File: config.mk
export PLATFORM = sky130hd
export DESIGN_NAME = fdsr_status_regs
export DESIGN_NICKNAME = d
export VERILOG_FILES = /design/src/fdsr_pkg.sv /design/src/fdsr_sticky_flags.sv /design/src/fdsr_status_regs.sv
export SDC_FILE = /design/constraint.sdc
export NUM_CORES = 1
export LEC_CHECK = 0
export BUFFER_PORTS_ARGS = -buffer_cell sky130_fd_sc_hd__buf_2
export CORE_ASPECT_RATIO = 0.5
export CORE_MARGIN = 2
export CORE_UTILIZATION = 59
export CTS_BUF_LIST = sky130_fd_sc_hd__clkbuf_16
export CTS_CLUSTER_DIAMETER = 30
export DETAILED_ROUTE_END_ITERATION = 10
export MAX_ROUTING_LAYER = met4
export PLACE_DENSITY = 0.87
export REMOVE_ABC_BUFFERS = 1
export SYNTH_ARGS = -nofsm -noshare
export SYNTH_HDL_FRONTEND = slang
export SYNTH_SLANG_ARGS = --single-unit
File: constraint.sdc
create_clock -name ref_clk_in -period 7.4 [get_ports ref_clk_in]
set_input_delay 1.48 -clock ref_clk_in [delete_from_list [all_inputs] [get_ports ref_clk_in]]
set_output_delay 1.48 -clock ref_clk_in [all_outputs]
set_load 0.01 [all_outputs]
File: src/fdsr_pkg.sv
package fdsr_pkg;

    // Register offsets
    localparam logic [7:0] FDSR_OFF_POLARITY = 8'h09;
    localparam logic [7:0] FDSR_OFF_FAULT_FLAGS_PRIMARY = 8'h0a;
    localparam logic [7:0] FDSR_OFF_FAULT_FLAGS_SECONDARY = 8'h0b;
    localparam logic [7:0] FDSR_OFF_IDENT = 8'h0c;
    localparam logic [7:0] FDSR_OFF_LAST_FLASH = 8'h0d;

    // Field positions
    localparam int FDSR_POL_BIT = 6;
    localparam int FDSR_ID_LSB = 3;
    localparam int FDSR_REV_LSB = 0;
    localparam int FDSR_FL1_W = 8;
    localparam int FDSR_FL2_W = 5;
    localparam int FDSR_CODE_W = 7;
    localparam int FDSR_CURRENT_SHIFT = 7;

    // Reset values
    localparam logic FDSR_POL_RST = 1'b0;
    localparam logic [6:0] FDSR_CODE_RST = 7'h7f;
    localparam logic [7:0] FDSR_BYTE_RST = 8'h00;
    localparam logic [2:0] FDSR_CNT_RST = 3'h0;

    // Primary fault events, msb first as stored in the register
    typedef struct packed {
        logic tx_sync;
        logic out_short;
        logic led_one_output_short;
        logic led_two_output_short;
        logic current_limit;
        logic thermal_shutdown;
        logic undervoltage_lockout;
        logic flash_timeout;
    } fdsr_evt1_s;

    // Secondary fault events, msb first
    typedef struct packed {
        logic thermistor_short;
        logic thermistor_open;
        logic low_input_flash_monitor_trip;
        logic overvoltage_protection;
        logic temp_trip;
    } fdsr_evt2_s;

    // Code reported by the low input flash monitor
    typedef struct packed {
        logic valid;
        logic [6:0] code;
    } fdsr_code_s;

    typedef enum logic [2:0] {
        FDSR_IDLE,
        FDSR_ADDR,
        FDSR_ACK_ADDR,
        FDSR_WR_BYTE,
        FDSR_ACK_WR,
        FDSR_RD_BYTE,
        FDSR_RD_ACK
    } fdsr_state_e;

endpackage : fdsr_pkg

File: src/fdsr_sticky_flags.sv
`timescale 1ns/1ps
module fdsr_sticky_flags
    import fdsr_pkg::*;
#(
    parameter int W = 8
) (
    // Clock and reset
    input wire logic ref_clk_in,
    input wire logic rst_in,
    // Events and clear
    input wire logic [W-1:0] evt_in,
    input wire logic clr_in,
    // Latched flags
    output logic [W-1:0] flags_out
);

    logic [W-1:0] flags_r;
    logic [W-1:0] flags_nxt;

    // Set wins over clear-on-read
    always_comb begin
        flags_nxt = (clr_in ? '0 : flags_r) | evt_in;
    end

    always_ff @(posedge ref_clk_in) begin
        if (rst_in) begin
            flags_r <= '0;
        end else begin
            flags_r <= flags_nxt;
        end
    end

    assign flags_out = flags_r;

    a_flag_sticky_hold: assert property (@(posedge ref_clk_in) disable iff (rst_in)
        (!clr_in && (flags_r != '0)) |=> ((flags_r & $past(flags_r)) == $past(flags_r)))
        else $error("flag dropped without a read");

    a_flag_event_set: assert property (@(posedge ref_clk_in) disable iff (rst_in)
        (evt_in != '0) |=> ((flags_r & $past(evt_in)) == $past(evt_in)))
        else $error("event not latched");

endmodule : fdsr_sticky_flags

File: src/fdsr_status_regs.sv
`timescale 1ns/1ps
// Operation
// - While the driver is active, torch polarity writes are ignored and polarity holds.
// - Register 0x0a holds eight primary fault and event flags, bit 7 to 0.
// - Register 0x0b holds five secondary flags in bits 4 to 0, upper bits zero.
// - Register 0x0c holds identity in bits 5:3 and revision in bits 2:0.
// - Register 0x0d holds the latest monitor current code in bits 6:0.
// - LED current equals target times code plus one, divided by 128.
module fdsr_status_regs
    import fdsr_pkg::*;
#(
    parameter logic [6:0] SLAVE_ADDR = 7'h2a,
    parameter logic [2:0] IDENTITY_AND_REVISION = 3'h5, // Arbitrary value
    parameter logic [2:0] SILICON_REV = 3'h3, // Arbitrary value
    parameter int TGT_W = 11
) (
    // Clock and reset
    input wire logic ref_clk_in,
    input wire logic rst_in,
    // Serial bus pins
    input wire logic scl_in,
    input wire logic sda_in,
    output logic sda_out,
    output logic sda_oe_out,
    // Driver state and events
    input wire logic driver_active_in,
    input wire fdsr_evt1_s evt1_in,
    input wire fdsr_evt2_s evt2_in,
    input wire fdsr_code_s monitor_in,
    input wire logic [TGT_W-1:0] flash_target_in,
    // Block outputs
    output logic torch_polarity_out,
    output logic [FDSR_CODE_W-1:0] last_code_out,
    output logic [TGT_W-1:0] led_current_out
);

    // Pin synchronisers; stage two and its delayed copy feed the logic
    logic [2:0] scl_sync_r;
    logic [2:0] sda_sync_r;
    logic scl_rise;
    logic scl_fall;
    logic bus_start;
    logic bus_stop;

    always_ff @(posedge ref_clk_in) begin
        if (rst_in) begin
            scl_sync_r <= 3'h7;
            sda_sync_r <= 3'h7;
        end else begin
            scl_sync_r <= {scl_sync_r[1:0], scl_in};
            sda_sync_r <= {sda_sync_r[1:0], sda_in};
        end
    end

    always_comb begin
        scl_rise = scl_sync_r[1] && !scl_sync_r[2];
        scl_fall = !scl_sync_r[1] && scl_sync_r[2];
        bus_start = scl_sync_r[1] && scl_sync_r[2] && !sda_sync_r[1] && sda_sync_r[2];
        bus_stop = scl_sync_r[1] && scl_sync_r[2] && sda_sync_r[1] && !sda_sync_r[2];
    end

    // Flag banks
    logic [FDSR_FL1_W-1:0] fault_flags_primary;
    logic [FDSR_FL2_W-1:0] fault_flags_secondary;
    logic clr1;
    logic clr2;

    fdsr_sticky_flags #(.W(FDSR_FL1_W)) u_fault_flags_primary (
        .ref_clk_in(ref_clk_in),
        .rst_in(rst_in),
        .evt_in(evt1_in),
        .clr_in(clr1),
        .flags_out(fault_flags_primary)
    );

    fdsr_sticky_flags #(.W(FDSR_FL2_W)) u_fault_flags_secondary (
        .ref_clk_in(ref_clk_in),
        .rst_in(rst_in),
        .evt_in(evt2_in),
        .clr_in(clr2),
        .flags_out(fault_flags_secondary)
    );

    // Status and control state
    logic torch_pol_r;
    logic torch_pol_nxt;
    logic [FDSR_CODE_W-1:0] last_code_r;
    logic [FDSR_CODE_W-1:0] last_code_nxt;
    logic [TGT_W-1:0] led_current_r;
    logic [TGT_W-1:0] led_current_nxt;

    function automatic logic [7:0] read_byte(input logic [7:0] ptr, input logic [7:0] f1,
                                             input logic [4:0] f2, input logic pol,
                                             input logic [6:0] code);
        logic [7:0] d;
        d = FDSR_BYTE_RST;
        case (ptr)
            FDSR_OFF_POLARITY: d[FDSR_POL_BIT] = pol;
            FDSR_OFF_FAULT_FLAGS_PRIMARY: d = f1;
            FDSR_OFF_FAULT_FLAGS_SECONDARY: d = {3'h0, f2};
            FDSR_OFF_IDENT: d = {2'h0, IDENTITY_AND_REVISION, SILICON_REV};
            FDSR_OFF_LAST_FLASH: d = {1'b0, code};
            default: d = FDSR_BYTE_RST;
        endcase
        return d;
    endfunction : read_byte

    function automatic logic [TGT_W-1:0] led_current(input logic [TGT_W-1:0] tgt,
                                                     input logic [6:0] code);
        logic [TGT_W+7:0] prod;
        prod = {8'h00, tgt} * ({{TGT_W{1'b0}}, 1'b0, code} + {{(TGT_W+7){1'b0}}, 1'b1});
        return prod[TGT_W+FDSR_CURRENT_SHIFT-1:FDSR_CURRENT_SHIFT];
    endfunction : led_current

    // Serial slave state
    fdsr_state_e state_r;
    fdsr_state_e state_nxt;
    logic [2:0] bit_cnt_r;
    logic [2:0] bit_cnt_nxt;
    logic [7:0] shreg_r;
    logic [7:0] shreg_nxt;
    logic [7:0] ptr_r;
    logic [7:0] ptr_nxt;
    logic rw_r;
    logic rw_nxt;
    logic first_r;
    logic first_nxt;
    logic nack_r;
    logic nack_nxt;
    logic sda_oe_r;
    logic sda_oe_nxt;
    logic wr_pulse;
    logic [7:0] load_byte;
    logic load_rd;

    always_comb begin
        state_nxt = state_r;
        bit_cnt_nxt = bit_cnt_r;
        shreg_nxt = shreg_r;
        ptr_nxt = ptr_r;
        rw_nxt = rw_r;
        first_nxt = first_r;
        nack_nxt = nack_r;
        sda_oe_nxt = sda_oe_r;
        wr_pulse = 1'b0;
        load_rd = 1'b0;
        load_byte = read_byte(ptr_r, fault_flags_primary, fault_flags_secondary, torch_pol_r, last_code_r);
        if (bus_stop) begin
            state_nxt = FDSR_IDLE;
            nack_nxt = 1'b0;
            sda_oe_nxt = 1'b0;
        end else if (bus_start) begin
            // Drop a master NACK left from a read, else the first fall acts as byte end
            state_nxt = FDSR_ADDR;
            bit_cnt_nxt = FDSR_CNT_RST;
            nack_nxt = 1'b0;
            sda_oe_nxt = 1'b0;
        end else begin
            case (state_r)
                FDSR_IDLE: begin
                    sda_oe_nxt = 1'b0;
                end
                FDSR_ADDR, FDSR_WR_BYTE: begin
                    if (scl_rise) begin
                        shreg_nxt = {shreg_r[6:0], sda_sync_r[1]};
                        bit_cnt_nxt = bit_cnt_r + 3'h1;
                        if (bit_cnt_r == 3'h7) begin
                            if (state_r == FDSR_WR_BYTE) begin
                                wr_pulse = 1'b1;
                            end
                        end
                    end
                end
                FDSR_ACK_ADDR: begin
                    if (scl_fall) begin
                        bit_cnt_nxt = FDSR_CNT_RST;
                        if (rw_r) begin
                            load_rd = 1'b1;
                            shreg_nxt = load_byte;
                            sda_oe_nxt = !load_byte[7];
                            state_nxt = FDSR_RD_BYTE;
                        end else begin
                            sda_oe_nxt = 1'b0;
                            first_nxt = 1'b1;
                            state_nxt = FDSR_WR_BYTE;
                        end
                    end
                end
                FDSR_ACK_WR: begin
                    if (scl_fall) begin
                        sda_oe_nxt = 1'b0;
                        bit_cnt_nxt = FDSR_CNT_RST;
                        state_nxt = FDSR_WR_BYTE;
                    end
                end
                FDSR_RD_BYTE: begin
                    if (scl_fall) begin
                        bit_cnt_nxt = bit_cnt_r + 3'h1;
                        shreg_nxt = {shreg_r[6:0], 1'b0};
                        sda_oe_nxt = !shreg_r[6];
                        if (bit_cnt_r == 3'h7) begin
                            sda_oe_nxt = 1'b0;
                            ptr_nxt = ptr_r + 8'h01;
                            state_nxt = FDSR_RD_ACK;
                        end
                    end
                end
                FDSR_RD_ACK: begin
                    if (scl_rise) begin
                        nack_nxt = sda_sync_r[1];
                    end else if (scl_fall) begin
                        if (nack_r) begin
                            state_nxt = FDSR_IDLE;
                        end else begin
                            load_rd = 1'b1;
                            shreg_nxt = load_byte;
                            sda_oe_nxt = !load_byte[7];
                            state_nxt = FDSR_RD_BYTE;
                        end
                    end
                end
                default: begin
                    state_nxt = FDSR_IDLE;
                    sda_oe_nxt = 1'b0;
                end
            endcase
            // Eighth clock fall after a full byte: acknowledge or drop
            if ((state_r == FDSR_ADDR || state_r == FDSR_WR_BYTE) && scl_fall
                    && bit_cnt_r == FDSR_CNT_RST && !first_r && state_r == FDSR_WR_BYTE) begin
                state_nxt = FDSR_ACK_WR;
                sda_oe_nxt = 1'b1;
            end
            if (state_r == FDSR_ADDR && scl_fall && bit_cnt_r == FDSR_CNT_RST && nack_r) begin
                if (shreg_r[7:1] == SLAVE_ADDR) begin
                    rw_nxt = shreg_r[0];
                    sda_oe_nxt = 1'b1;
                    state_nxt = FDSR_ACK_ADDR;
                end else begin
                    state_nxt = FDSR_IDLE;
                end
            end
            if (state_r == FDSR_WR_BYTE && scl_fall && bit_cnt_r == FDSR_CNT_RST && first_r
                    && nack_r) begin
                state_nxt = FDSR_ACK_WR;
                sda_oe_nxt = 1'b1;
            end
        end
        // Byte-complete marker: nack_r doubles as a full-byte tag in write phases
        if (state_r == FDSR_ADDR || state_r == FDSR_WR_BYTE) begin
            if (bus_start || bus_stop) begin
                nack_nxt = 1'b0;
            end else if (scl_rise) begin
                nack_nxt = (bit_cnt_r == 3'h7);
            end else if (scl_fall && bit_cnt_r == FDSR_CNT_RST) begin
                nack_nxt = 1'b0;
            end
        end
        if (wr_pulse) begin
            if (first_r) begin
                ptr_nxt = {shreg_r[6:0], sda_sync_r[1]};
                first_nxt = 1'b0;
            end else begin
                ptr_nxt = ptr_r + 8'h01;
            end
        end
    end

    // Clear-on-read when a flag byte is loaded for shifting
    always_comb begin
        clr1 = load_rd && (ptr_r == FDSR_OFF_FAULT_FLAGS_PRIMARY);
        clr2 = load_rd && (ptr_r == FDSR_OFF_FAULT_FLAGS_SECONDARY);
    end

    always_comb begin
        torch_pol_nxt = torch_pol_r;
        if (wr_pulse && !first_r && ptr_r == FDSR_OFF_POLARITY && !driver_active_in) begin
            torch_pol_nxt = shreg_r[FDSR_POL_BIT - 1];
        end
        last_code_nxt = monitor_in.valid ? monitor_in.code : last_code_r;
        led_current_nxt = led_current(flash_target_in, last_code_r);
    end

    always_ff @(posedge ref_clk_in) begin
        if (rst_in) begin
            state_r <= FDSR_IDLE;
            bit_cnt_r <= FDSR_CNT_RST;
            shreg_r <= FDSR_BYTE_RST;
            ptr_r <= FDSR_BYTE_RST;
            rw_r <= 1'b0;
            first_r <= 1'b0;
            nack_r <= 1'b0;
            sda_oe_r <= 1'b0;
            torch_pol_r <= FDSR_POL_RST;
            last_code_r <= FDSR_CODE_RST;
            led_current_r <= '0;
        end else begin
            state_r <= state_nxt;
            bit_cnt_r <= bit_cnt_nxt;
            shreg_r <= shreg_nxt;
            ptr_r <= ptr_nxt;
            rw_r <= rw_nxt;
            first_r <= first_nxt;
            nack_r <= nack_nxt;
            sda_oe_r <= sda_oe_nxt;
            torch_pol_r <= torch_pol_nxt;
            last_code_r <= last_code_nxt;
            led_current_r <= led_current_nxt;
        end
    end

    // Open-drain: the line is only ever pulled low
    assign sda_out = 1'b0;
    assign sda_oe_out = sda_oe_r;
    assign torch_polarity_out = torch_pol_r;
    assign last_code_out = last_code_r;
    assign led_current_out = led_current_r;

    a_polarity_frozen: assert property (@(posedge ref_clk_in) disable iff (rst_in)
        driver_active_in |=> $stable(torch_pol_r))
        else $error("torch polarity changed while driver active");

    a_fault_flags_primary_txsync: assert property (@(posedge ref_clk_in) disable iff (rst_in)
        evt1_in.tx_sync |=> fault_flags_primary[7])
        else $error("tx sync event missing from flag bit 7");

    a_fault_flags_secondary_layout: assert property (@(posedge ref_clk_in) disable iff (rst_in)
        evt2_in.thermistor_short |=> fault_flags_secondary[4])
        else $error("secondary flag layout wrong");

    a_ident_fields: assert property (@(posedge ref_clk_in) disable iff (rst_in)
        load_rd && ptr_r == FDSR_OFF_IDENT |=> (shreg_r == {2'h0, IDENTITY_AND_REVISION, SILICON_REV}))
        else $error("identity byte wrong");

    a_last_code_track: assert property (@(posedge ref_clk_in) disable iff (rst_in)
        monitor_in.valid |=> (last_code_r == $past(monitor_in.code)))
        else $error("last flash code not updated");

    a_current_scale: assert property (@(posedge ref_clk_in) disable iff (rst_in)
        (last_code_r == FDSR_CODE_RST) ##1 $stable(flash_target_in) && $stable(last_code_r)
            |=> (led_current_r == $past(flash_target_in, 2)))
        else $error("full scale code does not give target current");

endmodule : fdsr_status_regs

==> flow_summary_export.csv, run 1 <==
group,metric,value,unit
outcome,status,"finished, final reports clean",
routing,drt-met1-wl,5830,um
floorplanning,rows,26,
synthesis,synth_flop_cell,"dfxtp_1",
power_and_ir_drop,p_leak,3.00,nW
synthesis,synth_edf_count,0,
worst_setup_path,cp.required,7620,ps
synthesis,syn_inst,727,
finish,n_antenna_cell,0,
synthesis,ys_ff_latch,64,
worst_setup_path,cp.arrival,6310,ps
routing,wl,14400,um
sta,fin_setup_tns,0,ps
sta,drv_slew,0,
sta,fin_ws,1310,ps
clock_tree,cts_made_buffers,9,
floorplanning,start_util,60.1,%
sta,max_freq,0.164,GHz
floorplanning,io-pin-count,58,
power_and_ir_drop,internal_power,0.00125,W
routing,routed.top_layer,"met4",
worst_setup_path,startpoint_type,"flop",
clock_tree,path_clk_slew,60,ps
routing,wl_met2,7140,um
place,gp_congestion,0.893,
sta,final_hold_viol_count,0,
grt,grt_pass1_wl,24600,um
power_and_ir_drop,p_sw,0.000996,W
routing,drt-pass1-iter-count,5,
finish,syn_to_final_growth,9.78,%
routing,via_per_inst,5.96,
clock_tree,hold_buffers,0,
clock_tree,cts_buffer_depth,2,
routing,detail-route-antenna-nets,0,
synthesis,ys_seq_area_share,21.0,%
worst_setup_path,cp_num_buf_inv,4,
routing,wire_per_inst,16.0,um
power_and_ir_drop,pwr-share-clk,18.6,%
synthesis,synth-async-reset-ratio,0,%
floorplanning,dieArea,11200,um2
routing,drt_iter0_drc,473,
sta,worstMarginPinSlew,1160,ps
synthesis,ys_warn_count,0,
worst_setup_path,slowest_stage,"xor2_1",
sta,relSlewSlack,22.0,%
sta,fin_crit_sh,82.3,%
place,place_ws,1390,ps
power_and_ir_drop,p_comb_share,62.6,%
worst_setup_path,path_delay_family,"adder cells",
clock_tree,htreeDepth,3,
power_and_ir_drop,vdd_drop_max,0.000262,V
floorplanning,die_x,148,um
power_and_ir_drop,powerDensity,335,nW/um2
grt,antenna_found_initial,0,
worst_setup_path,cp_cell_sequence,"nand3_1 > or2_2 > xor2_1 > nor2b_1 > fa_1 > inv_1 > fa_1 > inv_1 > fa_1 > inv_1 > fa_1 > inv_1 > ha_1 > a21o_1 > a31oi_1 > o21ai_0 > a221oi_1 > mux2_2",
worst_setup_path,worstSetupPathType,"flop to flop",
clock_tree,worstSkewPairLatency,340,ps
clock_tree,ctsResizeCount,0,
worst_setup_path,crit_fanout,16,
routing,num_vias,5386,
synthesis,synth_cell_types,67,
worst_setup_path,worst_setup_path_end_kind,"flop",
sta,min_period,6090,ps
synthesis,syn-cell-area,6100,um2
clock_tree,cts_tree,"built",
grt,grt-ovfl-total,0,
routing,wl_met3,1060,um
clock_tree,cts_sinks,64,
routing,drcViolationCount,0,
floorplanning,coreArea,10100,um2
sta,rsz0062_at_grt,"false",
grt,first_global_vias,5363,
hold_path,hp-class,"flop to flop",
worst_setup_path,max_stage_delay,700,ps
clock_tree,root_buffer,"clkbuf_16",
floorplanning,die_h,75.9,um
sta,setup_violations,0,
finish,nNetsFinal,889,
clock_tree,cts_setup_buffers,0,
place,portBuffers,56,
power_and_ir_drop,sw_frac_of_total,44.4,%
finish,fillCellCount,826,
grt,grt_max_degree,65,
synthesis,syn_avg_cell_area,8.39,um2
place,hpwlAfterDp,10600,um
finish,drive_gt1_share,11.9,%
power_and_ir_drop,pwr-share-seq,18.8,%
flow_run,drv_cap,0,
grt,grt_use_total,27.6,%
sta,fin_skew,8.21,ps
-- cell usage after synthesis, types with 17 or more instances --
| master | count | area share, % |
|---|---|---|
| nand3_1 | 17 | 1.4 |
| clkbuf_1 | 24 | 1.5 |
| fa_1 | 52 | 17 |
| and2_1 | 41 | 4.2 |
| ha_1 | 42 | 8.6 |
| nand2b_1 | 17 | 1.7 |
| nor3_1 | 19 | 1.6 |
| a21oi_1 | 43 | 3.5 |
| dfxtp_1 | 64 | 21 |
| nor2_1 | 50 | 3.1 |
| nand2_1 | 47 | 2.9 |
| nor2b_1 | 40 | 4.1 |
| inv_1 | 84 | 5.2 |
-- cells in the final DEF (no fill, tap or decap), drive strengths merged, types with 40 or more instances in the layout --
cell and n:
ha 42, nor2 50, fa 52, buf 57, and2 41, dfxtp 64
a21oi 43, nand2 47, inv 85, nor2b 40
-- registers in the layout (all words and copies together), names as in the netlist --
signal / flops
last_code_out: 7
scl_sync_r: 3
shreg_r: 8
led_current_out: 11
ptr_r: 8
sda_oe_out: 1
first_r: 1
u_fault_flags_secondary.flags_out: 5
rw_r: 1
bit_cnt_r: 3
nack_r: 1
u_fault_flags_primary.flags_out: 8
torch_polarity_out: 1
sda_sync_r: 3
state_r: 3
-- kinds of logic after synthesis --
| kind of cell | Yosys count | share of synthesized area, % |
|---|---|---|
| adder cells (fa/ha/maj) | 94 | 25.7 |
| AO/OA/AOI/OAI | 144 | 16.5 |
| AND/OR/NAND/NOR | 279 | 25.3 |
| buffers and inverters | 121 | 7.71 |
| XOR/XNOR | 13 | 1.87 |
| flip-flops | 64 | 21.0 |
| other | 1 | 0.0615 |
| multiplexers | 11 | 1.87 |
-- area by class of cell --
class | count | area (um2) | area share, %
tap | 140 | 175 | 2.61
clock buffer | 9 | 225 | 3.36
timing repair buffer | 57 | 288 | 4.30
sequential | 64 | 1280 | 19.1
inverter | 84 | 315 | 4.71
clock inverter | 7 | 63.8 | 0.953
multi-input combinational | 542 | 4350 | 64.9
-- worst paths after layout --
| kind | depth (start not counted) | slack [ps] | from | end |
|---|---|---|---|---|
| min reg2reg | 1 | 410 | sda_sync_r[0] | sda_sync_r[1] |
| min | 1 | 410 | sda_sync_r[0] | sda_sync_r[1] |
| max | 18 | 1310 | last_code_out[0] | led_current_out[10] |
| max reg2reg | 18 | 1310 | last_code_out[0] | led_current_out[10] |
-- layer usage --
metal / up-vias / track usage, %
met2: 253 / 46.7
met4: 0 / 10.1
met3: 38 / 5.00
met1: 2572 / 33.2
met5: - / -
li1: 2523 / -
-- stage by stage --
stage / std cells / total power, W / cell area (um2) / hold WS, ps / utilization (%)
finish: 903 / 0.00224 / 6700 / 412 / 66.0
global placement: 887 / 0.00176 / 6410 / 391 / 63.2
CTS: 903 / 0.00225 / 6700 / 410 / 66.0
global route: 903 / 0.00249 / 6700 / 436 / 66.0
floorplan: 690 / 0.00149 / 5950 / 389 / -
detailed placement: 887 / 0.00182 / 6410 / 397 / 63.2
-- power by group through the flow --
stage	clock (W)	combinational, W	sequential, W
3_3_place_gp	0	0.00133	0.000427
5_1_grt	0.000438	0.00162	0.000427
6_report	0.000416	0.00140	0.000422
2_1_floorplan	0	0.00106	0.000435
3_5_place_dp	0	0.00139	0.000428
4_1_cts	0.000421	0.00140	0.000421
Note: power is estimated with default switching activity, not from simulation.
==> inputs of run 2 (changes only) <==
Clock period 7.4 ns to 6.2 ns, I/O delays scaled along.
==> flow_summary_export.csv, run 2 (synthesis results as in run 1) <==
group,metric,value,unit
outcome,status,"finished, final reports clean",
worst_setup_path,path_delay_family,"adder cells",
grt,antenna_found_initial,0,
power_and_ir_drop,p_leak,3.04,nW
clock_tree,cts_tree,"built",
worst_setup_path,crit_fanout,16,
routing,num_vias,5462,
finish,mostFrequentLayoutCells,"85 x inv_1, 64 x dfxtp_1, 56 x buf_2",
routing,via_per_inst,6.02,
sta,min_period,5890,ps
grt,grt_max_degree,65,
power_and_ir_drop,vdd_drop_max,0.000286,V
clock_tree,hold_buffers,0,
grt,grt-ovfl-total,0,
floorplanning,die_h,75.9,um
place,portBuffers,56,
clock_tree,worstSkewPairLatency,340,ps
grt,first_global_vias,5353,
sta,final_hold_viol_count,0,
sta,worstMarginPinSlew,1060,ps
sta,max_freq,0.170,GHz
grt,grt_use_total,27.7,%
finish,nNetsFinal,893,
clock_tree,cts_made_buffers,9,
grt,grtUsageMet3,5.18,%
floorplanning,dieArea,11200,um2
floorplanning,io-pin-count,58,
place,hpwlAfterDp,10400,um
finish,syn_to_final_growth,11.0,%
routing,detail-route-antenna-nets,0,
power_and_ir_drop,powerDensity,404,nW/um2
clock_tree,cts_buffer_depth,2,
finish,drive_gt1_share,12.8,%
finish,final_common_cell,"inv_1",
clock_tree,ctsResizeCount,0,
worst_setup_path,worstSetupPathType,"flop to flop",
worst_setup_path,cp_common_cell,"fa_1",
finish,fin_util,66.8,%
sta,drv_slew,0,
grt,grt_pass1_wl,24700,um
finish,n_antenna_cell,0,
clock_tree,htreeDepth,3,
routing,drcViolationCount,0,
power_and_ir_drop,finalPower,0.00274,W
sta,fin_skew,9.38,ps
flow_run,drv_cap,0,
worst_setup_path,cp_cell_sequence,"ha_1 > nand3_1 > nor2_1 > xnor2_2 > nor2b_1 > fa_1 > fa_1 > fa_1 > inv_1 > fa_1 > inv_1 > ha_1 > a21oi_1 > o211ai_1 > or2_2 > a221oi_1 > mux2_2",
routing,drt-pass1-iter-count,6,
worst_setup_path,cp.arrival,6110,ps
grt,use_met2,45.0,%
finish,largest_register_ffs,11,
worst_setup_path,cp.required,6420,ps
worst_setup_path,max_stage_delay,680,ps
place,gp_congestion,0.897,
floorplanning,die_x,148,um
clock_tree,cts_setup_buffers,0,
clock_tree,root_buffer,"clkbuf_16",
clock_tree,path_clk_slew,60,ps
sta,fin_crit_sh,95.0,%
worst_setup_path,cp_num_buf_inv,2,
grt,grt_use_met1,34.1,%
worst_setup_path,worst_setup_path_end_kind,"flop",
hold_path,hp-class,"flop to flop",
floorplanning,start_util,60.1,%
sta,setup_violations,0,
routing,wire_per_inst,16.0,um
clock_tree,cts_sinks,64,
grt,gr-max-usage-layer,"met2",
finish,fillCellCount,786,
floorplanning,coreArea,10100,um2
worst_setup_path,startpoint_type,"flop",
sta,relSlewSlack,28.7,%
routing,wl,14600,um
routing,drt_iter0_drc,666,
worst_setup_path,slowest_stage,"dfxtp_1",
floorplanning,rows,26,
==> run 2: stage by stage <==
stage          instances  worst slack [ps]  hold slack [ps]  instance area (um2)  setup TNS, ps
6_report             907               310              400                 6780              0
5_1_grt              907             -2.63              409                 6780          -2.63
4_1_cts              907               172              402                 6750              0
3_5_place_dp         891               299              396                 6440              0
3_3_place_gp         891               510              391                 6440              0
2_1_floorplan        690               845              389                 5950              0
==> run 2: report_power, final <==
part / switching [W] / total [W] / leakage [nW] / internal, W
clock network: 0.000189 / 0.000537 / 0.150 / 0.000348
registers: 0.0000359 / 0.000504 / 0.527 / 0.000468
logic: 0.000985 / 0.00169 / 2.37 / 0.000709
==> run 2: final timing paths <==
path / end / slack [ps] / cells past startpoint / start
hold reg to reg: sda_sync_r[1] / 400 / 1 / sda_sync_r[0]
setup reg to reg: led_current_out[10] / 310 / 17 / last_code_out[0]
hold / removal: sda_sync_r[1] / 400 / 1 / sda_sync_r[0]
setup / recovery: led_current_out[10] / 310 / 17 / last_code_out[0]
==> run 2: area by class of cell <==
| type | instances | area [um2] | share of cell area [%] |
|---|---|---|---|
| clock buffers | 9 | 225 | 3.32 |
| clock inverters | 7 | 87.6 | 1.29 |
| inverters | 84 | 315 | 4.65 |
| multi-input cells | 542 | 4370 | 64.5 |
| flip-flops and latches | 64 | 1280 | 18.9 |
| well taps | 140 | 175 | 2.59 |
| repair buffers | 61 | 318 | 4.69 |
==> run 2: metal layers <==
layer / routed length [um] / share of wire (%) / vias to the layer above
met5: 0 / 0 / -
met4: 507 / 3.5 / 0
met3: 1110 / 7.6 / 47
met2: 6880 / 47 / 293
met1: 6050 / 42 / 2589
li1: - / - / 2533
==> inputs of run 3 (changes only) <==
Settings changed: MAX_ROUTING_LAYER met4 to not set.
==> flow_summary_export.csv, run 3 (synthesis results as in run 1) <==
group,metric,value,unit
place,placed_area,6440,um2
sta,rsz0062_at_grt,"false",
finish,syn_to_final_growth,10.7,%
finish,mostFrequentLayoutCells,"84 x inv_1, 64 x dfxtp_1, 56 x buf_2",
clock_tree,htreeDepth,3,
clock_tree,path_clk_slew,60,ps
sta,worstMarginPinSlew,1110,ps
finish,nNetsFinal,893,
worst_setup_path,startpoint_type,"flop",
sta,drv_slew,0,
grt,antenna_found_initial,0,
floorplanning,die_x,148,um
sta,fin_skew,6.92,ps
floorplanning,io-pin-count,58,
routing,drt-pass1-iter-count,5,
grt,grt-ovfl-total,0,
place,hpwlAfterDp,10500,um
worst_setup_path,r2r_cells,17,
grt,grt_use_total,27.5,%
sta,fin_crit_sh,92.4,%
floorplanning,die_h,75.9,um
routing,wl,14500,um
sta,fin_setup_tns,0,ps
routing,drcViolationCount,0,
sta,whs,407,ps
clock_tree,root_buffer,"clkbuf_16",
clock_tree,cts_buffer_depth,2,
worst_setup_path,crit_fanout,16,
floorplanning,start_util,60.1,%
finish,n_antenna_cell,0,
grt,grt_max_degree,65,
worst_setup_path,cp.required,6420,ps
clock_tree,cts_tree,"built",
power_and_ir_drop,p_leak,3.03,nW
grt,first_global_vias,5393,
clock_tree,cts_sinks,64,
grt,grt_use_met1,34.8,%
hold_path,hp-class,"flop to flop",
sta,setup_violations,0,
routing,num_vias,5358,
floorplanning,dieArea,11200,um2
power_and_ir_drop,vdd_drop_max,0.000272,V
power_and_ir_drop,powerDensity,398,nW/um2
worst_setup_path,worstSetupPathType,"flop to flop",
grt,gr-max-usage-layer,"met2",
routing,wire_per_inst,15.9,um
clock_tree,hold_buffers,0,
floorplanning,rows,26,
clock_tree,worstSkewPairLatency,340,ps
grt,grt_pass1_wl,25200,um
place,dpl.cell_count,891,
routing,detail-route-antenna-nets,0,
clock_tree,cts_made_buffers,9,
sta,final_hold_viol_count,0,
finish,drive_gt1_share,12.9,%
outcome,status,"finished, final reports clean",
finish,final_common_cell,"inv_1",
place,portBuffers,56,
finish,largest_register_ffs,11,
grt,use_met2,46.7,%
finish,finalNonFillerCells,907,
finish,fin_util,66.5,%
sta,relSlewSlack,25.6,%
worst_setup_path,worst_setup_path_end_kind,"flop",
routing,drt_iter0_drc,528,
worst_setup_path,cp.arrival,5950,ps
place,gp_congestion,0.904,
sta,min_period,5730,ps
finish,design_area,6750,um2
flow_run,drv_cap,0,
sta,max_freq,0.175,GHz
routing,via_per_inst,5.91,
grt,grtUsageMet3,6.02,%
hold_path,min_path_cells,1,
floorplanning,coreArea,10100,um2
[run 3: cell count changes in the layout (fill, tap and decap cells not counted)]
cell | previous run | this run
clkinv_4 | 0 | 2
bufinv_16 | 2 | 1
clkinv_2 | 1 | 2
xor2_1 | 4 | 5
inv_1 | 85 | 84
xor2_2 | 1 | 0
clkinv_1 | 1 | 0
[run 3: final cells by class]
cell class,count,area [um2]
inverters,84,315
clock inverters,7,72.6
flip-flops and latches,64,1280
well taps,140,175
multi-input cells,542,4370
repair buffers,61,318
clock buffers,9,225
fillers,818,3400
[run 3: timing repair]
action,in CTS,in global routing
endpoints found under the setup margin,0,2
gates resized for setup,0,2
endpoints found under the hold margin,0,0
buffers inserted,0,0
[run 3: power by group]
part / internal (W) / switching, W / total [W]
clock: 0.000311 / 0.000199 / 0.000510
sequential: 0.000468 / 0.0000362 / 0.000504
combinational: 0.000712 / 0.000962 / 0.00167
total: 0.00149 / 0.00120 / 0.00269
[run 3: final timing paths]
kind                                       start                   to  slack [ps]
worst max-delay path            last_code_out[0]  led_current_out[10]         470
worst max register to register  last_code_out[0]  led_current_out[10]         470
worst min register to register     sda_sync_r[0]        sda_sync_r[1]         410
worst min-delay path               sda_sync_r[0]        sda_sync_r[1]         410
[run 3: per-stage QoR]
step | power [W] | setup slack, ps
after floorplan | 0.00178 | 845
after global placement | 0.00209 | 539
after detailed placement | 0.00215 | 311
after CTS | 0.00268 | 256
after global routing | 0.00297 | 121
final | 0.00269 | 471
[run 3: worst max-delay path, cell delays in order (launching register included)]
cell	delay (ps)
dfxtp_1	670
ha_1	290
nand3_1	150
xnor2_2	470
nand2_1	170
fa_1	530
fa_1	520
inv_1	60
fa_1	530
inv_1	50
fa_1	530
inv_1	40
ha_1	380
a21o_1	210
a31oi_1	210
o21ai_0	140
a221oi_1	290
mux2_2	370
[run 3: per-layer routing]
metal  wire length (um)  share of wire (%)
met4                357                2.5
met1               5970                 41
met2               7100                 49
met5                  0                  0
met3               1040                7.2
